===== config.mk =====
export PLATFORM = sky130hd
export DESIGN_NAME = dcxm_transfer_modes
export DESIGN_NICKNAME = d
export VERILOG_FILES = /design/src/rtl/dcxm_pkg.sv /design/src/rtl/dcxm_word_mover.sv /design/src/rtl/dcxm_transfer_modes.sv
export VERILOG_INCLUDE_DIRS = /design/src /design/src/rtl
export SDC_FILE = /design/constraint.sdc
export NUM_CORES = 1
export LEC_CHECK = 0
export BUFFER_PORTS_ARGS = -buffer_cell sky130_fd_sc_hd__buf_4
export CORE_MARGIN = 2
export CORE_UTILIZATION = 61
export DETAILED_ROUTE_END_ITERATION = 7
export PLACE_DENSITY = 0.91
export SYNTH_ARGS = -nofsm -noshare
export SYNTH_HDL_FRONTEND = slang
export SYNTH_SLANG_ARGS = --single-unit

===== constraint.sdc =====
create_clock -name clock -period 6.6 [get_ports clock]
set_clock_uncertainty 0.1 [all_clocks]
set_input_delay 0.66 -clock clock [delete_from_list [all_inputs] [get_ports clock]]
set_output_delay 0.66 -clock clock [all_outputs]
set_load 0.01 [all_outputs]

===== src/rtl/dcxm_regs.svh =====
// Register map, field positions, reset values and timing counts.
// Assumes inclusion by the word mover and the transfer-mode block only.
`ifndef DCXM_REGS_SVH
`define DCXM_REGS_SVH

// Byte offsets on the register bus
`define DCXM_OFF_CTRL      4'h0
`define DCXM_OFF_COUNT     4'h4
`define DCXM_OFF_STATUS    4'h8
`define DCXM_OFF_IRQ_CLR   4'hC

`define DCXM_AW            4

// Control register fields
`define DCXM_EN_BIT        23
`define DCXM_IE_BIT        22
`define DCXM_MODE_HI       21
`define DCXM_MODE_LO       19

// Status register fields
`define DCXM_ST_DONE_BIT   0
`define DCXM_ST_STOP_BIT   1
`define DCXM_ST_BUSY_BIT   8
`define DCXM_ST_CNT_LO     16

// Reset values
`define DCXM_CTRL_RST      32'h0000_0000
`define DCXM_COUNT_RST     16'h0000

// Cycles taken by one word move (read then store)
`define DCXM_WORD_CYC      2

`endif


===== src/rtl/dcxm_pkg.sv =====
// Types shared by the transfer-mode block and its word mover.
// Assumes the register header supplies all numbers.
package dcxm_pkg;

   typedef enum logic [2:0] {
      DCXM_MODE_BLK_REQ  = 3'h0,
      DCXM_MODE_WORD_REQ = 3'h1,
      DCXM_MODE_LINE_REQ = 3'h2,
      DCXM_MODE_BLK_EN   = 3'h3,
      DCXM_MODE_BLK_ARM  = 3'h4,
      DCXM_MODE_WORD_RUN = 3'h5,
      DCXM_MODE_RSV6     = 3'h6,
      DCXM_MODE_RSV7     = 3'h7
   } dcxm_mode_t;

   // Gray along idle -> wait -> move -> done
   typedef enum logic [1:0] {
      DCXM_ST_IDLE = 2'b00,
      DCXM_ST_WAIT = 2'b01,
      DCXM_ST_MOVE = 2'b11,
      DCXM_ST_DONE = 2'b10
   } dcxm_state_t;

   typedef struct packed {
      logic       en;
      logic       ie;
      dcxm_mode_t mode;
   } dcxm_ctrl_t;

   typedef struct packed {
      logic        read;
      logic        write;
      logic [3:0]  address;
      logic [31:0] writedata;
   } dcxm_avl_req_t;

endpackage : dcxm_pkg


===== src/rtl/dcxm_word_mover.sv =====
// Word mover: one word transfer takes a fixed number of cycles.
// Assumes a start pulse only while idle; done pulses once stored.
`timescale 1ns/1ps
`include "dcxm_regs.svh"

module dcxm_word_mover import dcxm_pkg::*; #(
   parameter int unsigned WORD_CYC = `DCXM_WORD_CYC
) (
   input  wire logic clock,
   input  wire logic rst_sync_n,
   input  wire logic start,
   output logic      busy,
   output logic      done
);
   // Elaboration check: the down-counter is eight bits wide
   if (WORD_CYC < 1 || WORD_CYC > 255) begin : g_bad_word_cyc
      $error("WORD_CYC out of range");
   end

   logic [7:0] left_q;
   logic [7:0] left_d;
   logic       done_d;

   assign left_d = start ? 8'(WORD_CYC)
                 : (left_q != 8'h00) ? left_q - 8'h01 : 8'h00;
   assign done_d = (left_q == 8'h01);
   assign busy   = (left_q != 8'h00);

   always_ff @(posedge clock or negedge rst_sync_n) begin
      if (!rst_sync_n) begin
         left_q <= 8'h00;
         done   <= 1'b0;
      end else begin
         left_q <= left_d;
         done   <= done_d;
      end
   end
endmodule // dcxm_word_mover


===== src/rtl/dcxm_transfer_modes.sv =====
// One DMA channel's transfer-mode sequencer with Avalon-MM registers.
// Assumes peripheral requests arrive asynchronously on dma_req.
`timescale 1ns/1ps
`include "dcxm_regs.svh"

module dcxm_transfer_modes import dcxm_pkg::*; #(
   parameter int unsigned CNT_W    = 16,
   parameter int unsigned LINE_LEN = 4
) (
   input  wire logic        clock,
   input  wire logic        rst_n,
   input  wire logic        dma_req,
   input  wire logic [3:0]  avs_address,
   input  wire logic        avs_read,
   input  wire logic        avs_write,
   input  wire logic [31:0] avs_writedata,
   output logic [31:0]      avs_readdata,
   output logic             avs_waitrequest,
   output logic             irq,
   output logic             word_move,
   output logic             block_end
);
   // ------------------------------------------------------------------
   // Elaboration checks
   // ------------------------------------------------------------------
   // Count readback is sixteen bits wide
   if (CNT_W < 1 || CNT_W > 16) begin : g_bad_cnt_w
      $error("CNT_W must be 1..16");
   end
   // Line counter is eight bits wide
   if (LINE_LEN < 1 || LINE_LEN > 255) begin : g_bad_line_len
      $error("LINE_LEN must be 1..255");
   end

   // ------------------------------------------------------------------
   // Reset release and request synchroniser
   // ------------------------------------------------------------------
   logic       rst_s1_q;
   logic       rst_sync_n;
   logic [2:0] req_sync_q;
   logic       req_level_q;

   always_ff @(posedge clock or negedge rst_n) begin
      if (!rst_n) begin
         rst_s1_q   <= 1'b0;
         rst_sync_n <= 1'b0;
      end else begin
         rst_s1_q   <= 1'b1;
         rst_sync_n <= rst_s1_q;
      end
   end

   wire req_agree = (req_sync_q[1] == req_sync_q[2]);
   wire req_rise  = req_agree && req_sync_q[2] && !req_level_q;

   always_ff @(posedge clock or negedge rst_sync_n) begin
      if (!rst_sync_n) begin
         req_sync_q  <= 3'b000;
         req_level_q <= 1'b0;
      end else begin
         req_sync_q  <= {req_sync_q[1:0], dma_req};
         if (req_agree) req_level_q <= req_sync_q[2];
      end
   end

   // ------------------------------------------------------------------
   // Register bus decode
   // ------------------------------------------------------------------
   dcxm_avl_req_t bus;
   logic          ack_q;
   assign bus = '{read: avs_read, write: avs_write,
                  address: avs_address, writedata: avs_writedata};

   // One wait cycle per access; answer on the second edge
   wire acc     = (bus.read || bus.write) && !ack_q;
   wire wr_take = bus.write && ack_q;
   wire wr_ctrl = wr_take && (bus.address == `DCXM_OFF_CTRL);
   wire wr_cnt  = wr_take && (bus.address == `DCXM_OFF_COUNT);
   wire wr_clr  = wr_take && (bus.address == `DCXM_OFF_IRQ_CLR);

   // ------------------------------------------------------------------
   // Control state
   // ------------------------------------------------------------------
   dcxm_ctrl_t       ctrl_q;
   dcxm_ctrl_t       ctrl_d;
   logic [CNT_W-1:0] orig_q;
   logic [CNT_W-1:0] cnt_q;
   logic [CNT_W-1:0] cnt_d;
   logic [7:0]       line_q;
   logic [7:0]       line_d;
   dcxm_state_t      st_q;
   dcxm_state_t      st_d;
   logic             pend_q;
   logic             pend_d;
   logic [1:0]       sts_q;
   logic             mv_busy;
   logic             mv_done;
   logic             mv_start;

   wire dcxm_mode_t mode = ctrl_q.mode;
   wire per_word  = (mode == DCXM_MODE_WORD_REQ) ||
                    (mode == DCXM_MODE_WORD_RUN);
   wire is_line   = (mode == DCXM_MODE_LINE_REQ);
   wire by_enable = (mode == DCXM_MODE_BLK_EN);
   wire valid_md  = (mode != DCXM_MODE_RSV6) &&
                    (mode != DCXM_MODE_RSV7);
   wire keeps_en  = (mode == DCXM_MODE_BLK_ARM) ||
                    (mode == DCXM_MODE_WORD_RUN);
   wire run_block = (mode == DCXM_MODE_BLK_REQ) ||
                    (mode == DCXM_MODE_BLK_ARM) || by_enable;

   // Last word of the block and last word of a line
   wire cnt_last  = (cnt_q == CNT_W'(1));
   wire line_last = (line_q == 8'h01);
   wire blk_end   = mv_done && cnt_last;

   // Software clear of the enable while the channel is enabled
   wire sw_clear  = wr_ctrl && !bus.writedata[`DCXM_EN_BIT] && ctrl_q.en;

   // State decode
   wire in_idle   = (st_q == DCXM_ST_IDLE);
   wire in_wait   = (st_q == DCXM_ST_WAIT);
   wire in_move   = (st_q == DCXM_ST_MOVE);

   // Request pending: a second request during service is held once.
   // Dropped while idle so a request seen in an unused mode cannot
   // fire a word on the next enable.
   wire pend_drop = in_idle || (in_wait && !by_enable);
   assign pend_d = pend_drop ? 1'b0
                 : (req_rise ? 1'b1 : pend_q);
   wire trigger  = by_enable || req_rise || (per_word && pend_q);

   // ------------------------------------------------------------------
   // Sequencer
   // ------------------------------------------------------------------
   always_comb begin
      st_d     = st_q;
      mv_start = 1'b0;
      case (st_q)
         DCXM_ST_IDLE: begin
            if (ctrl_q.en && valid_md) st_d = DCXM_ST_WAIT;
         end
         DCXM_ST_WAIT: begin
            if (!ctrl_q.en || !valid_md) begin
               st_d = DCXM_ST_IDLE;
            end else if (trigger) begin
               st_d     = DCXM_ST_MOVE;
               mv_start = 1'b1;
            end
         end
         DCXM_ST_MOVE: begin
            if (mv_done) begin
               if (blk_end) begin
                  st_d = DCXM_ST_DONE;
               end else if (!ctrl_q.en) begin
                  st_d = DCXM_ST_IDLE;
               end else if (run_block || (is_line && !line_last)) begin
                  mv_start = 1'b1;
               end else begin
                  st_d = DCXM_ST_WAIT;
               end
            end
         end
         DCXM_ST_DONE: begin
            st_d = (ctrl_q.en && keeps_en) ? DCXM_ST_WAIT
                                           : DCXM_ST_IDLE;
         end
         default: st_d = DCXM_ST_IDLE;
      endcase
   end

   // Counter: one decrement per stored word, reload from the written count on the last word
   assign cnt_d = wr_cnt ? avs_writedata[CNT_W-1:0]
                : blk_end ? orig_q
                : mv_done ? cnt_q - CNT_W'(1)
                : cnt_q;

   assign line_d = (mv_done && (line_last || line_q == 8'h00))
                      ? 8'(LINE_LEN)
                 : mv_done ? line_q - 8'h01
                 : in_idle ? 8'(LINE_LEN) : line_q;

   // Enable clears at block end unless the mode keeps it armed
   always_comb begin
      ctrl_d = ctrl_q;
      if (wr_ctrl) begin
         ctrl_d.en   = bus.writedata[`DCXM_EN_BIT];
         ctrl_d.ie   = bus.writedata[`DCXM_IE_BIT];
         ctrl_d.mode = dcxm_mode_t'(
                          bus.writedata[`DCXM_MODE_HI:`DCXM_MODE_LO]);
      end
      if (blk_end && !keeps_en) ctrl_d.en = 1'b0;
   end

   always_ff @(posedge clock or negedge rst_sync_n) begin
      if (!rst_sync_n) begin
         ctrl_q <= '0;
         orig_q <= `DCXM_COUNT_RST;
         cnt_q  <= `DCXM_COUNT_RST;
         line_q <= 8'h00;
         st_q   <= DCXM_ST_IDLE;
         pend_q <= 1'b0;
         ack_q  <= 1'b0;
      end else begin
         ctrl_q <= ctrl_d;
         if (wr_cnt) orig_q <= avs_writedata[CNT_W-1:0];
         cnt_q  <= cnt_d;
         line_q <= line_d;
         st_q   <= st_d;
         pend_q <= pend_d;
         ack_q  <= acc;
      end
   end

   dcxm_word_mover #(
      .WORD_CYC (`DCXM_WORD_CYC)
   ) u_mover (
      .clock      (clock),
      .rst_sync_n (rst_sync_n),
      .start      (mv_start),
      .busy       (mv_busy),
      .done       (mv_done)
   );

   // ------------------------------------------------------------------
   // Interrupt status, enable and clear
   // ------------------------------------------------------------------
   // Bit 0 block end, bit 1 stop by software clear; set wins over clear
   // Stop counts only with a word in flight; disarming a waiting
   // channel is not a stop and must not raise a stale interrupt.
   wire       stop_ev = sw_clear && in_move;
   wire [1:0] ev      = {stop_ev, blk_end};
   wire [1:0] clr_m   = wr_clr ? bus.writedata[1:0] : 2'b00;
   wire [1:0] sts_d   = ev | (sts_q & ~clr_m);
   wire [1:0] ien_d   = {2{ctrl_d.ie}};

   // Readback
   wire [31:0] rd_ctrl = {8'h00, ctrl_q.en, ctrl_q.ie, ctrl_q.mode,
                          19'h00000};
   wire [31:0] rd_cnt  = {16'h0000, 16'(cnt_q)};
   wire [31:0] rd_sts  = {16'(orig_q), 7'h00, mv_busy, 6'h00, sts_q};
   wire        sel_ctrl = (bus.address == `DCXM_OFF_CTRL);
   wire        sel_cnt  = (bus.address == `DCXM_OFF_COUNT);
   wire        sel_sts  = (bus.address == `DCXM_OFF_STATUS);
   wire [31:0] rd_mux   =
        sel_ctrl ? rd_ctrl
      : sel_cnt  ? rd_cnt
      : sel_sts  ? rd_sts
      : 32'h0000_0000;

   always_ff @(posedge clock or negedge rst_sync_n) begin
      if (!rst_sync_n) begin
         sts_q           <= 2'b00;
         irq             <= 1'b0;
         avs_readdata    <= 32'h0000_0000;
         avs_waitrequest <= 1'b1;
         word_move       <= 1'b0;
         block_end       <= 1'b0;
      end else begin
         sts_q           <= sts_d;
         irq             <= |(sts_d & ien_d);
         avs_readdata    <= (bus.read && acc) ? rd_mux : avs_readdata;
         avs_waitrequest <= !acc;
         word_move       <= mv_done;
         block_end       <= blk_end;
      end
   end
endmodule // dcxm_transfer_modes


==> summary.txt, run 1 <==
Floorplan
  – Die X: 92.54 um
  – Die ar.: 0.008564 sq mm
  – Row count: 32
  – IO Count: 77
  – Die H: 92.54 um
  – Core area: 0.007647 sq mm
  – Initial Util: 62.53%

Yosys
  – Adder-cell share of the synthesized area: 2.355%
  – Yosys cell types: 56
  – Yosys warnings: 0
  – Syn Inst Count: 486
  – Post-Synth XOR/XNOR Area: 2.381%
  – Avg Inst Size Synth: 9.840 sq um
  – Flops & latches, synth: 102
  – Area contributors post-synth: dfrtp_1 53%, nand2_1 8.2%, o21ai_1 3.0%
  – Post-synthesis sequential area ratio: 53.40%
  – Post-synth EDFFs: 0
  – Synth area leader: dfrtp_1
  – Largest family of logic cells by synthesized area: simple AND/OR/NAND/NOR gates
  – Most frequent cell after synthesis: nand2_1
  – Synth Cell Area: 0.004782 sq mm
  – Post-synth ARST share: 100.0%
  – Commonest cells post-synth: 105 x nand2_1, 101 x dfrtp_1, 29 x nor2_1, 29 x o21ai_1
  – Main flop type after synthesis: dfrtp_1
  – Yosys top cell area share: 52.85%
  – Mux contribution to synthesized area: 2.878%
  – Net Count, Synth: 536
  – Synth Area in Compound Gates: 14.99%
  – Simple-Gate Fraction of Synth Area: 20.72%

Clock tree
  – CTS sink cnt: 102
  – Post-CTS setup buffer count: 0
  – CTS clk-pin slew, worst paths: 0.09 ns
  – CTS Buf Count: 9
  – Root Driver: clkbuf_8
  – Max Root-Sink Buffers: 2
  – Clk Latency, worst-skew pair: 0.36 ns
  – TritonCTS clock tree: built
  – H-tree depth: 3

Run
  – Max cap viols: 0

GRT
  – Initial antenna violation count: 0
  – Largest net degree at the start of global routing: 63
  – First-pass GRT wire length: 18.79 mm
  – GRT Total Usage: 28.12%
  – Number of global-route vias before repair: 3763
  – GRT Residual Overflow: 0

STA
  – Post-layout min period: 3.152 ns
  – Setup TNS: 0 ns
  – Worst-Margin Slew: 1.261 ns
  – Tcrit/Tclk final: 47.76%
  – RSZ-0062 raised after global routing: no
  – Max-slew violations: 0
  – Final Hold Viols: 0
  – Setup violators final: 0
  – FMAX: 317.2 MHz
  – Rel. slew slack: 15.21%

Drt
  – Drc violations: 0
  – Via Count: 3993
  – Post-DRT Antenna Nets: 0
  – Via-to-Cell Ratio: 6.143
  – Starting DRT DRC Count: 412
  – Post-Route WL: 11.40 mm
  – DR WL/cell: 17.54 um
  – Drt pass-1 iters: 7

Placement
  – I/O Buffers: 65
  – GP Congestion: 0.8668
  – Final HPWL DP: 7.576 mm

Layout
  – Share of layout cells above drive strength 1: 17.52%
  – Core Util, Final: 72.28%
  – Syn-to-layout area delta: 15.59%
  – Diodes inserted: 0
  – Final nets: 594

Setup path
  – Kind of end point of the critical path: register
  – WS Path Type: reg2reg
  – CP Launch Type: register
  – Crit path DAT: 3.33 ns
  – CP Max Fanout: 18
  – Worst EP required: 6.78 ns

Outcome
  – Status: completed

Power and ir drop
  – Lkg Pwr: 2.523 nW
  – Peak supply drop: 0.0001336 V
  – Cell Pwr Density: 270.1 mW/mm^2

Min path
  – Hold Path Class: reg2async
==> registers in the layout (all words and copies together) (netlist names), 2 cells and up <==
signal / flops
avs_readdata: 32
cnt_q: 16
orig_q: 16
line_q: 8
u_mover.left_q: 8
mode: 3
req_sync_q: 3
ctrl_q: 2
st_q: 2
sts_q: 2
==> timing repair <==
item	CTS	global route
setup endpoints to repair	0	0
endpoints found under the hold margin	2	0
hold buffers	1	0
resized for setup	0	0
==> critical path: stages (launching register included) <==
cell	delay, ns
dfrtp_1	0.80
clkinv_1	0.40
or4b_4	0.67
or2_1	0.49
clkinv_2	0.27
nand3_1	0.11
a31oi_1	0.22
==> path summary, 6_finish.rpt <==
kind                                         start                     endpoint  slack [ns]  cells after the start
setup / recovery            u_mover.done$_DFF_PN0_         cnt_q[2]$_DFFE_PN0P_        3.45                      6
hold / removal                rst_sync_n$_DFF_PN0_        cnt_q[10]$_DFFE_PN0P_        0.19                      0
setup reg to reg            u_mover.done$_DFF_PN0_         cnt_q[2]$_DFFE_PN0P_        3.45                      6
hold reg to reg               rst_sync_n$_DFF_PN0_        cnt_q[10]$_DFFE_PN0P_        0.19                      0
max in group asynchronous     rst_sync_n$_DFF_PN0_  avs_readdata[7]$_DFFE_PN0P_        5.05                      1
min in group clock         req_sync_q[0]$_DFF_PN0_      req_sync_q[1]$_DFF_PN0_        0.26                      0
==> through the flow <==
stage          total power (W)  worst slack, ns  hold slack, ns  area (sq um)  std cells
6_report              0.001493            3.448          0.1893          5528        650
4_1_cts               0.001491            3.550          0.2147          5528        650
3_5_place_dp          0.001074            3.399          0.2050          5314        634
2_1_floorplan        0.0009826            3.450          0.2312          4782        486
5_1_grt               0.001570            3.325          0.2424          5528        650
3_3_place_gp          0.001059            3.502          0.1974          5314        634
==> cell families after synthesis <==
kind of cell | Yosys count
flops | 102
fa+ha+maj | 9
xor+xnor | 13
other cells | 1
simple gates | 209
mux | 13
compound gates | 107
buf+inv | 32
==> cell type report <==
type	count	area (sq um)
clock inverters	4	72.57
fillers	556	2120
inverters	11	42.54
repair buffers	68	513.0
clock buffers	11	131.4
multi-input cells	352	2083
well taps	102	127.6
flip-flops and latches	102	2557
==> metal layers <==
layer	global-route usage, %	up-vias	share of wire [%]
met4	9.701	0	2.5
met2	42.94	194	47
met3	5.289	35	7.8
met5	0	-	0
li1	-	1830	-
met1	40.83	1934	42
==> power by group <==
part	total (W)	switching, W	leakage, nW	internal (W)
clock network	0.000415	0.000203	0.0994	0.000211
registers	0.000814	0.000105	1.32	0.000709
logic	0.000264	0.000140	1.10	0.000125
total	0.00149	0.000448	2.52	0.00105
==> layout by cell type, fill, tap and decap left out, drive strengths merged, types with 2 or more instances in the layout <==
cell | Yosys | routed
bufinv | 0 | 2
and2 | 3 | 3
a22o | 14 | 14
nand3 | 10 | 10
nand4b | 2 | 2
buf | 7 | 67
xor2 | 2 | 2
mux2 | 6 | 6
dfrtp | 101 | 101
or3 | 11 | 11
clkinv | 2 | 3
mux2i | 7 | 7
a21oi | 12 | 12
nor4b | 2 | 2
o211ai | 4 | 4
nor3 | 11 | 11
nor3b | 4 | 4
nor2b | 3 | 3
nand2b | 4 | 4
or4b | 2 | 2
nor2 | 29 | 29
xnor2 | 11 | 11
a22oi | 13 | 13
o221ai | 4 | 4
or4 | 4 | 4
o31ai | 4 | 4
o21ai | 40 | 40
inv | 9 | 9
a31oi | 7 | 7
or2 | 5 | 5
ha | 9 | 9
clkbuf | 14 | 11
nand3b | 5 | 5
nor4 | 3 | 3
o41ai | 2 | 2
nand2 | 105 | 105
nand4 | 4 | 4
No activity file was read; power rests on OpenSTA's default activity.
==> run 2: changes to the inputs <==
- ABC_AREA: default -> 1
- CORE_UTILIZATION: 61 -> 57
- PLACE_DENSITY: 0.91 -> 0.86
- clock period: 6.6 -> 3.27 ns (I/O delays scaled with it)
==> run 2 against run 1 <==
Effect of this change: utilization fell by 4.0 points; cell area is 8.3% higher; combinational power rose to 4.3 times the previous value; power grew 150%; sequential power grew 110%; area after synthesis up 8.4%; synthesized cell count up 32%; highest routed layer unchanged.
==> summary.txt, run 2 <==
GRT
  – Initial antenna violation count: 0
  – GRT Total Usage: 25.57%
  – Routing usage on met2: 43.81%
  – Largest net degree at the start of global routing: 57
  – First-pass GRT wire length: 20.29 mm
  – GRT Residual Overflow: 0
  – Layer with the highest usage: met2
  – GR Util met3: 4.708%
  – Number of global-route vias before repair: 4461
  – GRT met1 Usage: 33.72%

Drt
  – Via-to-Cell Ratio: 5.510
  – Post-Route WL: 11.79 mm
  – Drt pass-1 iters: 5
  – Via Count: 4518
  – DR WL/cell: 14.38 um
  – Post-DRT Antenna Nets: 0
  – Drc violations: 0
  – Starting DRT DRC Count: 320

Clock tree
  – CTS sink cnt: 102
  – CTS Buf Count: 9
  – Max Root-Sink Buffers: 2
  – Clk Latency, worst-skew pair: 0.37 ns
  – TritonCTS clock tree: built
  – CTS clk-pin slew, worst paths: 0.10 ns
  – Root Driver: clkbuf_8
  – H-tree depth: 3

Power and ir drop
  – Clock Power Share: 22.7%
  – Flop pwr share: 46.3%
  – Comb pwr share: 31.0%
  – Psw: 0.001368 W
  – Pint: 0.002299 W
  – Sw Ratio: 37.30%
  – Peak supply drop: 0.0003512 V
  – Lkg Pwr: 3.096 nW
  – Cell Pwr Density: 612.4 mW/mm^2

STA
  – Post-layout min period: 2.069 ns
  – Final Hold Viols: 0
  – Min Hold Slack: 0.06485 ns
  – Setup TNS: 0 ns
  – Final worst setup slack: 1.201 ns
  – FMAX: 483.2 MHz
  – Max-slew violations: 0
  – RSZ-0062 raised after global routing: no
  – Worst-Margin Slew: 0.5951 ns
  – Tcrit/Tclk final: 63.29%
  – Setup violators final: 0
  – Rel. slew slack: 60.33%

Placement
  – Area post-placement: 0.005761 sq mm
  – Pre-CTS setup slack: 0.9845 ns
  – I/O Buffers: 65
  – GP Congestion: 0.9748
  – Final HPWL DP: 8.477 mm

Setup path
  – Kind of end point of the critical path: register
  – Critical path's top delay family: simple AND/OR/NAND/NOR gates
  – CP Launch Type: register
  – CP max stage delay: 0.43 ns
  – Cell Chain, Critical Path: nand2_1, nor2_8, inv_4, nand2_4, inv_2, nand2_1, nand3_1
  – CP Max Fanout: 28
  – Worst EP required: 3.43 ns
  – Slowest CP cell: nor2_8
  – Crit path DAT: 2.23 ns
  – CP bufs+invs: 2
  – Most frequent CP cell: nand2_1
  – WS Path Type: reg2reg

Yosys
  – Yosys top cell area share: 48.77%
  – Post-synthesis sequential area ratio: 49.28%
  – Net Count, Synth: 691
  – Post-synth EDFFs: 0
  – Synth Cell Area: 0.005182 sq mm
  – Synth area leader: dfrtp_1
  – Commonest cells post-synth: 195 x nand2_1, 101 x dfrtp_1, 76 x inv_1
  – Avg Inst Size Synth: 8.085 sq um
  – Area contributors post-synth: dfrtp_1 49%, nand2_1 14%, inv_1 5.5%
  – Syn Inst Count: 641
  – Post-synth ARST share: 100.0%
  – Main flop type after synthesis: dfrtp_1
  – Flops & latches, synth: 102
  – Yosys warnings: 0
  – Yosys cell types: 44
  – Most frequent cell after synthesis: nand2_1

Layout
  – Syn-to-layout area delta: 15.52%
  – Largest Register: avs_readdata
  – Max FFs per register: 32
  – Highest-count cells in the layout ignoring fill and taps: 195 x nand2_1, 100 x dfrtp_1, 76 x inv_1
  – Design area: 0.005987 sq mm
  – Largest regs: avs_readdata (32), cnt_q (16), orig_q (16)
  – Share of layout cells above drive strength 1: 16.71%
  – Diodes inserted: 0
  – Final nets: 758
  – Most common cell after layout, fill and taps aside: nand2_1

Outcome
  – Status: completed

Min path
  – Hold Path Class: in2reg

Floorplan
  – Die ar.: 0.009870 sq mm
  – Die H: 99.35 um
  – Die X: 99.35 um
  – Row count: 34
  – Initial Util: 59.14%
  – Core area: 0.008763 sq mm
  – IO Count: 77

Run
  – Max cap viols: 0
## run 2: timing repair
item                                    in CTS  in global routing
hold endpoints to repair                     3                  0
endpoints found under the setup margin       0                  0
gates resized for setup                      0                  0
buffers inserted                             0                  0
hold buffers                                 2                  0
## run 2: power groups by stage
stage	clock (W)	combinational, W	sequential [W]
floorplan	0	0.000830	0.00168
global placement	0	0.00107	0.00170
detailed placement	0	0.00111	0.00171
CTS	0.000840	0.00113	0.00169
global route	0.000895	0.00131	0.00173
finish	0.000832	0.00114	0.00170
## run 2: logic make-up after synthesis
group / Yosys count / synth area share [%]
adder cells (fa/ha/maj): 9 / 2.173
flip-flops: 102 / 49.28
AO/OA/AOI/OAI: 94 / 11.15
other: 1 / 0.07236
XOR/XNOR: 7 / 1.183
buffers and inverters: 94 / 7.533
AND/OR/NAND/NOR: 334 / 28.61
## run 2: cell type report
| type | count | area (sq um) |
|---|---|---|
| fill | 713 | 2776 |
| sequential | 102 | 2557 |
| multi-input combinational | 445 | 2238 |
| timing repair buffer | 71 | 550.5 |
| inverter | 79 | 299.0 |
| clock buffer | 11 | 151.4 |
| tap | 108 | 135.1 |
| clock inverter | 4 | 55.05 |
## run 2: through the flow
stage / power (W) / utilization (%) / std cells
floorplan: 0.002514 / - / 641
global placement: 0.002773 / 65.73 / 803
detailed placement: 0.002820 / 65.73 / 803
CTS: 0.003655 / 68.32 / 820
global route: 0.003936 / 68.32 / 820
finish: 0.003667 / 68.32 / 820
## run 2: per-layer routing
metal / wire (um) / share of wire (%)
met5: 0 / 0
met4: 203 / 1.7
met3: 789 / 6.7
met2: 5824 / 49
met1: 4971 / 42
## run 2: path summary, 6_finish.rpt
kind                                           start                          end  slack [ns]  cells past startpoint
max in group asynchronous       rst_sync_n$_DFF_PN0_         cnt_q[2]$_DFFE_PN0P_        2.13                      1
worst min register to register  rst_sync_n$_DFF_PN0_  u_mover.left_q[0]$_DFF_PN0_        0.24                      0
worst max-delay path                 ack_q$_DFF_PN0_         cnt_q[3]$_DFFE_PN0P_        1.20                      7
worst max register to register       ack_q$_DFF_PN0_         cnt_q[3]$_DFFE_PN0P_        1.20                      7
worst min-delay path               avs_writedata[20]          mode[1]$_DFFE_PN0N_        0.06                      3
min in group asynchronous                      rst_n         rst_sync_n$_DFF_PN0_        0.17                      2
## run 2: tightest hold or removal path, stage by stage
cell and delay, ns:
buf_4 0.08, nand2_1 0.04, o21ai_0 0.06
==> run 3: changes to the inputs <==
- CORE_UTILIZATION: 57 -> 52
- PLACE_DENSITY: 0.86 -> 0.83
- clock period: 3.27 -> 1.9 ns (I/O delays scaled with it)
==> run 3 against run 2 <==
Effect of this change: count of clock-buffer cells in the layout unchanged; cell area increased by 7.4%; die area increased by 9.2%; utilization decreased by 2.2 points; via count increased by 4.9%; flip-flop and latch count unchanged; power increased by 78%; sequential share of layout area decreased by 2.9 points; combinational power increased by 96%; clock power increased by 67%; final cell count increased by 8.5%; register-to-register slack got worse by 1.1 ns; critical path type unchanged; critical endpoint is now cnt_q[6]$_DFFE_PN0P_; largest power group unchanged.
==> summary.txt, run 3 (synthesis results as in run 2) <==
Outcome
  – Status: completed

Floorplan
  – Die H: 103.8 um
  – Core area: 0.009729 sq mm
  – Row count: 36
  – Initial Util: 53.27%
  – IO Count: 77
  – Die X: 103.8 um
  – Die ar.: 0.01078 sq mm

GRT
  – GRT Total Usage: 25.02%
  – Number of global-route vias before repair: 4627
  – Largest net degree at the start of global routing: 45
  – GRT Residual Overflow: 0
  – Initial antenna violation count: 0
  – First-pass GRT wire length: 21.81 mm

Layout
  – Final nets: 802
  – Syn-to-layout area delta: 24.05%
  – Core Util, Final: 66.08%
  – Max FFs per register: 32
  – Largest regs: avs_readdata (32), cnt_q (16), orig_q (16)
  – Most common cell after layout, fill and taps aside: nand2_1
  – Highest-count cells in the layout ignoring fill and taps: 195 x nand2_1, 99 x dfrtp_1, 91 x buf_4
  – Design area: 0.006429 sq mm
  – Share of layout cells above drive strength 1: 19.55%
  – Largest Register: avs_readdata
  – Diodes inserted: 0

STA
  – Final Hold Viols: 0
  – FMAX: 545.6 MHz
  – Min Hold Slack: 0.009977 ns
  – Setup violators final: 0
  – Max-slew violations: 0
  – Tcrit/Tclk final: 96.47%
  – Post-layout min period: 1.833 ns

Drt
  – Via Count: 4738
  – Drc violations: 0
  – Starting DRT DRC Count: 214
  – Drt pass-1 iters: 6
  – DR WL/cell: 14.68 um
  – Post-DRT Antenna Nets: 0
  – Post-Route WL: 13.07 mm
  – Via-to-Cell Ratio: 5.324

Clock tree
  – CTS Buf Count: 9
  – CTS clk-pin slew, worst paths: 0.10 ns
  – Max Root-Sink Buffers: 2
  – CTS sink cnt: 102
  – Clk Latency, worst-skew pair: 0.38 ns
  – H-tree depth: 3
  – TritonCTS clock tree: built
  – Root Driver: clkbuf_8

Setup path
  – Levels on crit path: 9
  – WS Path Type: reg2reg
  – Critical path's top delay family: flip-flops
  – Slowest CP cell: dfrtp_1
  – CP Launch Type: register
  – Crit path launch: cnt_q[1]$_DFFE_PN0P_
  – Worst r2r path cells: 9
  – Kind of end point of the critical path: register
  – Worst r2r src: cnt_q[1]$_DFFE_PN0P_
  – CP Max Fanout: 4
  – Cell Chain, Critical Path: inv_2, buf_4, ha_1, nand2_1, buf_4, o21ai_0, o211ai_2, nand3_1, nand3_1
  – CP bufs+invs: 3
  – CP max stage delay: 0.43 ns
  – Crit path DAT: 2.00 ns
  – Worst EP required: 2.07 ns

Placement
  – Final HPWL DP: 9.459 mm
  – I/O Buffers: 65
  – Area post-placement: 0.005969 sq mm
  – GP Congestion: 0.9191

Run
  – Max cap viols: 0

Power and ir drop
  – Peak supply drop: 0.0005357 V
  – Cell Pwr Density: 1013 mW/mm^2
  – Lkg Pwr: 3.289 nW

Min path
  – Hold Path Class: in2async
run 3: changes by cell type in the layout (fill, tap and decap cells not counted), moves of 2 or more:
cell,change
clkinvlp_4,+2
clkbuf_8,-2
clkbuf_1,+2
buf_12,+2
dlygate4sd3_1,+19
buf_4,+23
run 3: stage by stage:
| stage | worst slack [ns] | instances | total power (W) | TNS, ns |
|---|---|---|---|---|
| CTS | 0.05803 | 887 | 0.006444 | 0 |
| floorplan | 0.08929 | 641 | 0.004327 | 0 |
| detailed placement | 0.1026 | 850 | 0.005041 | 0 |
| global placement | 0.1315 | 850 | 0.004935 | 0 |
| global route | -0.03295 | 890 | 0.006942 | -0.05689 |
| finish | 0.06713 | 890 | 0.006509 | 0 |
run 3: what timing repair did:
action,CTS,global route
endpoints found under the hold margin,25,0
resized for setup,0,6
hold buffers,21,0
setup endpoints to repair,0,23
buffers inserted,0,3
run 3: path summary, 6_finish.rpt:
kind                                           to  slack [ns]
min reg2reg                 line_q[3]$_DFFE_PN0P_        0.18
min in group clock         orig_q[15]$_DFFE_PN0P_        0.01
min                          rst_sync_n$_DFF_PN0_        0.01
max in group asynchronous           irq$_DFF_PN0_        0.88
max reg2reg                  cnt_q[6]$_DFFE_PN0P_        0.07
max                          cnt_q[6]$_DFFE_PN0P_        0.07
run 3: report_power, final:
group          leakage, nW  switching [W]  total, W  internal [W]
sequential            1.31       0.000316   0.00289       0.00257
combinational         1.90        0.00138   0.00224      0.000855
clock               0.0858       0.000776   0.00139      0.000613
run 3: area by class of cell:
cell class / count / area, sq um
tap: 133 / 166.4
clock inverter: 5 / 61.31
timing repair buffer: 115 / 953.4
sequential: 102 / 2559
multi-input combinational: 445 / 2258
inverter: 79 / 299.0
fill: 834 / 3301
clock buffer: 11 / 131.4
run 3: routing by layer:
metal	share of wire [%]	up-vias	routed length, um	track usage, %
met3	4.8	27	626	3.902
li1	-	2282	-	-
met2	50	137	6590	42.43
met1	43	2292	5568	32.43
met4	2.2	0	283	9.459
met5	0	-	0	0
